### config.mk
export PLATFORM = sky130hd
export DESIGN_NAME = lvh_ctrl
export DESIGN_NICKNAME = d
export VERILOG_FILES = /design/src/common/lvh_pkg.sv /design/src/verilog/lvh_access_check.sv /design/src/verilog/lvh_ctrl.sv
export SDC_FILE = /design/constraint.sdc
export NUM_CORES = 1
export LEC_CHECK = 0
export ABC_CLOCK_PERIOD_IN_PS = 24700
export BUFFER_PORTS_ARGS = -buffer_cell sky130_fd_sc_hd__buf_4
export CAP_MARGIN = 20
export CORE_MARGIN = 2
export CORE_UTILIZATION = 60
export CTS_BUF_LIST = sky130_fd_sc_hd__clkbuf_8
export DETAILED_ROUTE_END_ITERATION = 16
export GPL_TIMING_DRIVEN = 0
export PLACE_DENSITY = 0.78
export SYNTH_ARGS = -nofsm -noshare
export SYNTH_HDL_FRONTEND = slang
export SYNTH_HIERARCHICAL = 1
export SYNTH_SLANG_ARGS = --single-unit
### constraint.sdc
create_clock -name core_clk -period 24.7 [get_ports core_clk]
set_input_delay 2.47 -clock core_clk [delete_from_list [all_inputs] [get_ports core_clk]]
set_output_delay 2.47 -clock core_clk [all_outputs]
set_load 0.01 [all_outputs]
### src/common/lvh_pkg.sv
// Purpose: shared constants for the hypervisor virtual interface control
// Assumes: 64-bit system register data, sixteen list entry slots
// Notes:   field positions and offsets are named once here
package lvh_pkg;
  // system register encoding of the control register and list entries
  localparam logic [1:0] ENC_OP0      = 2'h3;
  localparam logic [2:0] ENC_OP1      = 3'h4;
  localparam logic [3:0] ENC_CRN      = 4'hC;
  localparam logic [3:0] ENC_CRM_CTRL = 4'hB;
  localparam logic [2:0] ENC_OP2_CTRL = 3'h0;
  localparam logic [2:0] ENC_CRM_LIST = 3'h6;  // crm[3:1], crm[0] is n[3]
  // redirect memory offsets
  localparam logic [11:0] MEM_CTRL     = 12'h4C0;
  localparam logic [11:0] MEM_LIST     = 12'h400;
  localparam int          MEM_LIST_STEP = 8;
  // trap class code
  localparam logic [5:0] TRAP_CLASS = 6'h18;
  // privilege levels
  localparam logic [1:0] LVL_USER = 2'h0;
  localparam logic [1:0] LVL_OS   = 2'h1;
  localparam logic [1:0] LVL_HYP  = 2'h2;
  localparam logic [1:0] LVL_MON  = 2'h3;
  // control register fields
  localparam int CNT_HI = 31;
  localparam int CNT_LO = 27;
  localparam int B_INJ_MASK = 15;
  localparam int B_TRAP_DIR = 14;
  localparam int B_TRAP_SEI = 13;
  localparam int B_TRAP_G1  = 12;
  localparam int B_TRAP_G0  = 11;
  localparam int B_TRAP_SHARED = 10;
  localparam int MAINT_HI   = 7;
  localparam int MAINT_LO   = 1;
  localparam int B_EN       = 0;
  // writable control bits, older-arch-only bits added separately
  localparam logic [63:0] CTRL_RW_MASK   = 64'h0000_0000_F800_5CFF;
  localparam logic [63:0] CTRL_OLD_MASK  = 64'h0000_0000_0000_A000;
  localparam logic [63:0] CTRL_RESET     = 64'h0;
  // list entry fields
  localparam int B_MAPS_PHYS = 61;
  localparam int B_EOI_REQ   = 41;
  localparam int PID_HI = 44;
  localparam int PID_LO = 32;
  localparam logic [63:0] LIST_RSV_MASK  = 64'h0700_E000_0000_0000;
  localparam logic [63:0] LIST_PRIO_LOW  = 64'h0007_0000_0000_0000;
  localparam int          LIST_SLOTS     = 16;
  // implemented private peripheral id bits and reachable count
  localparam int          PRIV_ID_BITS = 5;
  localparam logic [12:0] PRIV_COUNT   = 13'h0020;
  // outcome of a register access
  typedef enum logic [1:0] {
    LVH_DONE, LVH_UNDEF, LVH_TRAP, LVH_REDIR
  } lvh_outcome_t;
endpackage

### src/verilog/lvh_access_check.sv
// Purpose: decide the outcome of one system register access
// Assumes: purely combinational, shared by both register kinds
// Notes:   checks follow a fixed priority order, top to bottom
module lvh_access_check (
  // access context
  input  wire logic [1:0]           level,
  input  wire logic                 slot_missing,
  // configuration state
  input  wire logic                 el2_enabled,
  input  wire logic                 nested_virt_enable,
  input  wire logic                 nested_redirect_enable,
  input  wire logic                 legacy_mode_select,
  input  wire logic                 older_arch_config,
  input  wire logic                 sre_hyp,
  input  wire logic                 sre_mon,
  // decision
  output lvh_pkg::lvh_outcome_t     outcome,
  output logic [1:0]                trap_level
);
  // one priority chain; trap level only matters for a trap
  always_comb begin
    outcome    = lvh_pkg::LVH_DONE;
    trap_level = lvh_pkg::LVL_HYP;
    if (slot_missing) begin
      outcome = lvh_pkg::LVH_UNDEF;
    end else if (level == lvh_pkg::LVL_USER) begin
      outcome = lvh_pkg::LVH_UNDEF;
    end else if (level == lvh_pkg::LVL_OS) begin
      if (el2_enabled && nested_redirect_enable && nested_virt_enable &&
          !legacy_mode_select) begin
        outcome = lvh_pkg::LVH_REDIR;
      end else if (el2_enabled && nested_virt_enable &&
                   !legacy_mode_select) begin
        outcome = lvh_pkg::LVH_TRAP;
      end else begin
        outcome = lvh_pkg::LVH_UNDEF;
      end
    end else if (level == lvh_pkg::LVL_HYP) begin
      if (older_arch_config && !sre_hyp) begin
        outcome = lvh_pkg::LVH_TRAP;
      end
    end else begin
      trap_level = lvh_pkg::LVL_MON;
      if (older_arch_config && !sre_mon) begin
        outcome = lvh_pkg::LVH_TRAP;
      end
    end
  end
endmodule // lvh_access_check

### src/verilog/lvh_ctrl.sv
// Purpose: hypervisor control register and list entries of a virtual
//          cpu interface, reached as system registers
// Assumes: one access offered per cycle, answered one cycle later
// Notes:   list entries are not reset, so their contents start unknown
//
// How it works
// guest deactivation bumps five-bit counter
// legacy select low zeroes traps, enables
// deactivate-trap bit traps level-1 deactivate writes
// group one trap-all traps level-1 accesses
// group zero trap-all traps level-1 accesses
// shared-register trap bit traps level-1 accesses
// bits 15, 13 only in older config
// seven maintenance enables at bits 7..1
// bit 0 is interface global enable
// control encoding decoded; lowest level undefined
// nested redirect sends control to 0x4C0
// nested enable alone traps, class 0x18
// upper levels trap if interface disabled, in older config only
// list encoding decode; missing slot undefined
// list redirect offset 0x400 plus 8n
// mapped entry deactivates its physical interrupt
// mapped bit has no reset value
// legacy config keeps five priority bits
// unmapped bit 41 requests maintenance on deactivate
// mapped id names reachable private interrupt
// no effect without hypervisor; zero reads
// reserved bits read zero, writes ignored
module lvh_ctrl (
  // clock, reset, enable
  input  wire logic                 core_clk,
  input  wire logic                 rst,
  input  wire logic                 clk_en,
  // system register access
  input  wire logic                 acc_valid,
  input  wire logic                 acc_write,
  input  wire logic [1:0]           acc_level,
  input  wire logic [1:0]           acc_op0,
  input  wire logic [2:0]           acc_op1,
  input  wire logic [3:0]           acc_crn,
  input  wire logic [3:0]           acc_crm,
  input  wire logic [2:0]           acc_op2,
  input  wire logic [63:0]          acc_wdata,
  // configuration state from the core
  input  wire logic                 el2_implemented,
  input  wire logic                 el2_enabled,
  input  wire logic                 nested_virt_enable,
  input  wire logic                 nested_redirect_enable,
  input  wire logic                 legacy_mode_select,
  input  wire logic                 older_arch_config,
  input  wire logic                 legacy_only_config,
  input  wire logic                 sysreg_iface_enable_hyp,
  input  wire logic                 sysreg_iface_enable_mon,
  input  wire logic [4:0]           list_entry_count,
  // guest interface accesses to be checked for traps
  input  wire logic                 guest_valid,
  input  wire logic                 guest_write,
  input  wire logic                 guest_is_deact,
  input  wire logic                 guest_is_g0,
  input  wire logic                 guest_is_g1,
  input  wire logic                 guest_is_shared,
  // guest deactivation event
  input  wire logic                 deact_event,
  input  wire logic [3:0]           deact_slot,
  // access answer
  output logic                      resp_valid,
  output lvh_pkg::lvh_outcome_t     resp_outcome,
  output logic [1:0]                resp_trap_level,
  output logic [5:0]                resp_class,
  output logic [11:0]               resp_mem_offset,
  output logic [63:0]               resp_rdata,
  // effective controls
  output logic                      eff_enable,
  output logic [6:0]                eff_maint_enable,
  output logic                      eff_injected_mask,
  output logic                      eff_trap_sei,
  output logic                      guest_trap,
  // deactivation effects
  output logic                      phys_deact_valid,
  output logic [12:0]               phys_deact_id,
  output logic                      eoi_maint
);
  logic [63:0] ctrl;                          // control register
  logic [63:0] list_entry [lvh_pkg::LIST_SLOTS]; // list entries, no reset
  logic        hit_ctrl, hit_list, slot_missing;
  logic [3:0]  slot;
  lvh_pkg::lvh_outcome_t outcome;
  logic [1:0]  trap_level;
  logic        take, wr_ctrl, wr_list;
  logic [63:0] ctrl_mask, next_ctrl, next_list;
  logic [4:0]  next_count;
  logic [63:0] sel_entry;
  logic        deact_ok;

  // decode of the two encodings
  assign hit_ctrl = acc_op0 == lvh_pkg::ENC_OP0 &&
                    acc_op1 == lvh_pkg::ENC_OP1 &&
                    acc_crn == lvh_pkg::ENC_CRN &&
                    acc_crm == lvh_pkg::ENC_CRM_CTRL &&
                    acc_op2 == lvh_pkg::ENC_OP2_CTRL;
  assign hit_list = acc_op0 == lvh_pkg::ENC_OP0 &&
                    acc_op1 == lvh_pkg::ENC_OP1 &&
                    acc_crn == lvh_pkg::ENC_CRN &&
                    acc_crm[3:1] == lvh_pkg::ENC_CRM_LIST;
  assign slot = {acc_crm[0], acc_op2};
  assign slot_missing = hit_list && {1'b0, slot} >= list_entry_count;

  // outcome decision shared by both register kinds
  lvh_access_check u_check (
    .level                  (acc_level),
    .slot_missing           (slot_missing),
    .el2_enabled            (el2_enabled),
    .nested_virt_enable     (nested_virt_enable),
    .nested_redirect_enable (nested_redirect_enable),
    .legacy_mode_select     (legacy_mode_select),
    .older_arch_config      (older_arch_config),
    .sre_hyp                (sysreg_iface_enable_hyp),
    .sre_mon                (sysreg_iface_enable_mon),
    .outcome                (outcome),
    .trap_level             (trap_level)
  );

  // other encodings belong to other blocks and get no answer here
  assign take    = clk_en && acc_valid && (hit_ctrl || hit_list);
  assign wr_ctrl = take && hit_ctrl && acc_write &&
                   outcome == lvh_pkg::LVH_DONE;
  assign wr_list = take && hit_list && acc_write &&
                   outcome == lvh_pkg::LVH_DONE;

  // writable bits: older-arch bits exist only in that configuration
  assign ctrl_mask = lvh_pkg::CTRL_RW_MASK |
                     (older_arch_config ? lvh_pkg::CTRL_OLD_MASK : 64'h0);

  // control write with counter bump; a bump in the write cycle still counts
  always_comb begin
    next_ctrl = wr_ctrl ? (acc_wdata & ctrl_mask) : ctrl;
    next_count = next_ctrl[lvh_pkg::CNT_HI:lvh_pkg::CNT_LO];
    if (deact_event) begin
      next_count = next_count + 5'h01;
    end
    next_ctrl[lvh_pkg::CNT_HI:lvh_pkg::CNT_LO] = next_count;
  end

  // control register state
  always_ff @(posedge core_clk) begin
    if (rst) begin
      ctrl <= lvh_pkg::CTRL_RESET;
    end else if (clk_en) begin
      ctrl <= next_ctrl;
    end
  end

  // sanitise a list entry write before it is stored
  always_comb begin
    next_list = acc_wdata & ~lvh_pkg::LIST_RSV_MASK;
    if (legacy_only_config) begin
      next_list = next_list & ~lvh_pkg::LIST_PRIO_LOW;
      if (acc_wdata[lvh_pkg::B_MAPS_PHYS]) begin
        // only enough id bits for the implemented private interrupts
        next_list[lvh_pkg::PID_HI:lvh_pkg::PID_LO] =
          {{(13 - lvh_pkg::PRIV_ID_BITS){1'b0}},
           acc_wdata[lvh_pkg::PID_LO +: lvh_pkg::PRIV_ID_BITS]};
      end else begin
        next_list[lvh_pkg::PID_HI:lvh_pkg::PID_LO] = 13'h0000;
        next_list[lvh_pkg::B_EOI_REQ] = acc_wdata[lvh_pkg::B_EOI_REQ];
      end
    end
  end

  // list entries carry no reset, the mapped bit stays unknown
  always_ff @(posedge core_clk) begin
    if (clk_en && wr_list) begin
      list_entry[slot] <= next_list;
    end
  end

  // answer to an access, one cycle after it is taken
  always_ff @(posedge core_clk) begin
    if (rst) begin
      resp_valid      <= 1'b0;
      resp_outcome    <= lvh_pkg::LVH_DONE;
      resp_trap_level <= 2'h0;
      resp_class      <= 6'h00;
      resp_mem_offset <= 12'h000;
      resp_rdata      <= 64'h0;
    end else if (clk_en) begin
      resp_valid      <= take;
      resp_outcome    <= outcome;
      resp_trap_level <= trap_level;
      resp_class      <= outcome == lvh_pkg::LVH_TRAP ?
                         lvh_pkg::TRAP_CLASS : 6'h00;
      if (outcome != lvh_pkg::LVH_REDIR) begin
        resp_mem_offset <= 12'h000;
      end else if (hit_ctrl) begin
        resp_mem_offset <= lvh_pkg::MEM_CTRL;
      end else begin
        resp_mem_offset <= lvh_pkg::MEM_LIST +
          12'(lvh_pkg::MEM_LIST_STEP * slot);
      end
      // monitor read with no hypervisor level sees zero
      if (!take || acc_write || outcome != lvh_pkg::LVH_DONE ||
          (acc_level == lvh_pkg::LVL_MON && !el2_implemented)) begin
        resp_rdata <= 64'h0;
      end else if (hit_ctrl) begin
        // bits kept from an older-config write vanish once it is off
        resp_rdata <= ctrl & ctrl_mask;
      end else begin
        resp_rdata <= list_entry[slot];
      end
    end
  end

  // effective controls: legacy select low forces all but the injected mask off
  always_ff @(posedge core_clk) begin
    if (rst) begin
      eff_enable        <= 1'b0;
      eff_maint_enable  <= 7'h00;
      eff_injected_mask <= 1'b0;
      eff_trap_sei      <= 1'b0;
    end else if (clk_en) begin
      eff_enable <= legacy_mode_select && ctrl[lvh_pkg::B_EN];
      eff_maint_enable <= legacy_mode_select ?
        ctrl[lvh_pkg::MAINT_HI:lvh_pkg::MAINT_LO] : 7'h00;
      eff_injected_mask <= older_arch_config &&
                           ctrl[lvh_pkg::B_INJ_MASK];
      eff_trap_sei <= legacy_mode_select && older_arch_config &&
                      ctrl[lvh_pkg::B_TRAP_SEI];
    end
  end

  // guest access trap check, answered one cycle later
  always_ff @(posedge core_clk) begin
    if (rst) begin
      guest_trap <= 1'b0;
    end else if (clk_en) begin
      guest_trap <= guest_valid && legacy_mode_select && (
        (guest_write && guest_is_deact && ctrl[lvh_pkg::B_TRAP_DIR]) ||
        (guest_is_g1 && ctrl[lvh_pkg::B_TRAP_G1]) ||
        (guest_is_g0 && ctrl[lvh_pkg::B_TRAP_G0]) ||
        (guest_is_shared && ctrl[lvh_pkg::B_TRAP_SHARED]));
    end
  end

  // deactivation side effects, only with the hypervisor level enabled
  assign sel_entry = list_entry[deact_slot];
  assign deact_ok  = deact_event && el2_enabled &&
                     {1'b0, deact_slot} < list_entry_count;
  always_ff @(posedge core_clk) begin
    if (rst) begin
      phys_deact_valid <= 1'b0;
      phys_deact_id    <= 13'h0000;
      eoi_maint        <= 1'b0;
    end else if (clk_en) begin
      phys_deact_valid <= 1'b0;
      eoi_maint        <= 1'b0;
      if (deact_ok && sel_entry[lvh_pkg::B_MAPS_PHYS]) begin
        // an unreachable id deactivates nothing
        phys_deact_valid <= sel_entry[lvh_pkg::PID_HI:lvh_pkg::PID_LO] <
                            lvh_pkg::PRIV_COUNT;
        phys_deact_id <= sel_entry[lvh_pkg::PID_HI:lvh_pkg::PID_LO];
      end else if (deact_ok) begin
        eoi_maint <= sel_entry[lvh_pkg::B_EOI_REQ];
      end
    end
  end
endmodule // lvh_ctrl
==> results.md <==
* Critical Path Start Type: input pin
* Final WL at about 110 mm
* Vias in the first global route at approximately 24000
* # rows at 96
* Yosys warns at 6
* Post-synth top flop: edfxtp_1
* CTS tree: yes
* Leakage at around 16 nW
* DR pass1 iterations at 6
* Logic pwr share at 5.6%
* PwrDens at approximately 72 nW/um^2
* Placed Cells at approximately 3200
* NetSw at 772 uW
* Routed Antenna Nets at 0
* Max stage delay on crit path at between 700 and 800 ps
* Postcts setup bufs at 0
* Share of cells above drive strength 1 at 35.7%
* GPL Wtd Cong at between 0.8 and 0.9
* Worst slew pin tran at 1210 ps
* Reg power frac at 55.1%
* RSZ-0062 raised after global routing: false
* Cell count after synthesis at ~2000
* Reg area at around 30000 um^2
* Placed cell area at between 40000 and 50000 um^2
* Post-DR vias/cell at approximately 6.6
* Post-Syn Area at between 40000 and 50000 um^2
* Clock-pin slew on the worst setup and hold paths at ~60 ps
* Num CTS Buffers at approximately 160
* PortBufs at between 150 and 200
* CORE AREA at approximately 69000 um^2
* Fin nets at ~2600
* Fin. Hold Viols at 0
* Max cap viols at 0
* Final Non-Filler Cells at 3532
* Crit Path Max Fanout at 10
* Fraction of registers with async set/reset at 0%
* # fillers at 3928
* Worst slew margin relative to its limit at between 10% and 20%
* Max clock buf depth at 3
* Critical path endpoint category: flop
* Distinct cells, synth at 49
* CP required at roughly 25000 ps
* I/O Pins at around 230
* DR iter-0 viols at roughly 3400
* Area of the multi-input gates at around 11000 um^2
* Largest net degree at the start of global routing at 24
* Slowest cell on the critical path: nor3_2
* VDD IR max at just over 50 uV
* DP HPWL at 70.4 mm
* Outcome: finished, final reports clean
* Switching Fraction at between 20% and 30%
* First-pass GRT wire length at 156 mm
* H-Tree Depth at 4
* # DRC at 0
* FF-to-FF setup slack at 22460 ps
* Clk sink count at between 1000 and 1500
* Final setup fails at 0
* Final min period at approximately 7800 ps
* Ordered list of cells on the worst path: buf_2, buf_6, buf_2, inv_1, ha_1, nand2b_1, a21o_1, a21o_1, a21oi_1, nor3_1, inv_1, nand4_1, a2bb2oi_2, nor4bb_1, nand2_1, nor2_1, nand3b_1, nor3_2, buf_6, buf_8, buf_8
* Clock root cell: clkbuf_8
* Final sum of negative setup slack at 0 ps
* Sequential element share of the synthesized area at 72.6%
* Post-route cell area at between 40000 and 50000 um^2
* Critical path class: in2reg
* Period utilisation layout at 31.6%
* Hold Buf Count CTS at 0
* Slew Viols, Final at 0
* Die area at 71300 um^2
* Vias after detailed routing at 23300
* Average cell area after synthesis at 20.6 um^2
* Dpl ws at ~16000 ps
* Post-synth EDFFs at 928
* Synthesis-stage register bit count at around 1000
* Post-cts sizing count at 0
* Wire length per cell at 30.5 um
* Area Growth Syn to Fin at 17.3%
* Clock Skew at ~26 ps
* Initial Util at roughly 61%
* Later-pin clock latency in the skew report at slightly above 800 ps
* Die H at between 200 and 300 um
* GRT Residual Overflow at 0
* Final core utilization at between 70% and 80%
* F_max at ~130 MHz
* Internal power at between 2 and 3 mW
* Clock Power Share at 39.3%
* DIE WIDTH at roughly 270 um
* Overall Global Routing Usage at a little under a third
* Initial antenna violation count at 10
* Worst Path Arrival at approximately 8300 ps
* Fin worst setup slack at ~17000 ps
* Worst hold path type: reg2reg
## state kept, by name, indices dropped and copies added (netlist names)
| signal | count |
|---|---|
| ctrl | 19 |
| resp_outcome | 2 |
| eff_injected_mask | 1 |
| resp_rdata | 58 |
| phys_deact_valid | 1 |
| resp_valid | 1 |
| eff_enable | 1 |
| eff_maint_enable | 7 |
| resp_mem_offset | 6 |
| eoi_maint | 1 |
| phys_deact_id | 13 |
| guest_trap | 1 |
| resp_trap_level | 2 |
| resp_class | 1 |
| list_entry | 928 |
| eff_trap_sei | 1 |
## metrics by stage
step	hold WS, ps	total power, mW
after floorplan	441	2.07
after global placement	447	2.14
after detailed placement	456	2.15
after CTS	474	3.50
after global routing	491	3.58
final	477	3.49
## kinds of logic (layout without fill, tap and decap cells)
logic type / count (synthesis) / after routing / share of synthesized area (%)
buffers and inverters: 155 / 721 / 2.00
and+or+nand+nor: 273 / 273 / 3.03
other: 2 / 22 / 0.0181
DFF: 1043 / 1043 / 72.6
adders and majority gates: 7 / 7 / 0.211
AOI/OAI and AO/OA: 157 / 157 / 2.40
xor gates and xnor gates: 4 / 4 / 0.0844
muxes: 374 / 374 / 19.6
## critical path, delay by kind of cell
kind                       cells  cell delay (ps)
AOI/OAI and AO/OA              4             1030
adders and majority gates      1              350
buffers and inverters          8             1820
and+or+nand+nor                8             2620
## Yosys cell counts, types with 17 or more instances
| library cell | count | area, um^2 |
|---|---|---|
| a21oi_1 | 50 | 250 |
| mux4_2 | 352 | 7930 |
| buf_4 | 32 | 240 |
| dfxtp_1 | 115 | 2300 |
| nand3_1 | 30 | 150 |
| clkbuf_1 | 60 | 225 |
| edfxtp_1 | 928 | 27900 |
| nand2_1 | 83 | 312 |
| o21ai_0 | 20 | 100 |
| a22oi_1 | 62 | 465 |
| nor2_1 | 93 | 349 |
| nor2b_1 | 17 | 106 |
| buf_2 | 24 | 120 |
| buf_1 | 18 | 67.6 |
| mux2i_1 | 21 | 210 |
## worst paths after layout
| kind | startpoint | endpoint | cells past startpoint |
|---|---|---|---|
| hold reg to reg | ctrl[1] | ctrl[1] | 2 |
| setup reg to reg | list_entry[6][58] | phys_deact_id[10] | 7 |
| hold / removal | ctrl[1] | ctrl[1] | 2 |
| setup / recovery | acc_op2[0] | list_entry[4][3] | 21 |
## cell usage in the layout, fill, tap and decap left out, drive strengths merged, types with 2 or more instances in the layout
cell type  instances
a22oi             62
mux2i             21
inv               83
xor2               2
o21ai             29
nor3              10
and3               8
nand3b             2
dfxtp            115
nand2             83
diode              5
clkinvlp           4
clkinv            33
xnor2              2
nand4              6
nor4bb             3
or3                2
a21o               5
buf              355
edfxtp           928
a31oi              3
nor4               2
ha                 7
clkbuf           243
nand2b             4
nand3             30
and2               7
nor2              94
mux4             352
conb              17
bufinv             3
a21oi             50
nand4b             2
nor2b             18
## power by group through the flow
stage	clock network (mW)	logic, mW	registers [mW]
2_1_floorplan	0	0.112	1.96
3_3_place_gp	0	0.185	1.96
3_5_place_dp	0	0.192	1.96
4_1_cts	1.38	0.193	1.92
5_1_grt	1.45	0.205	1.92
6_report	1.37	0.195	1.92
## layer usage
layer  GRT usage [%]  share of wire, %
met1            41.3                35
met2            48.6                49
met3            7.30                11
met4            15.9               5.1
met5               0             0.061
## layout make-up
| type | count | share of cell area, % |
|---|---|---|
| Sequential cell | 1043 | 61.9 |
| Buffer | 147 | 1.64 |
| Multi-Input combinational cell | 832 | 22.0 |
| Tap cell | 931 | 2.39 |
| Inverter | 8 | 0.0617 |
| Timing Repair Buffer | 268 | 5.58 |
| Antenna cell | 5 | 0.0257 |
| Clock buffer | 183 | 5.17 |
| Clock inverter | 115 | 1.20 |
Power figures use the tool's default switching activity.
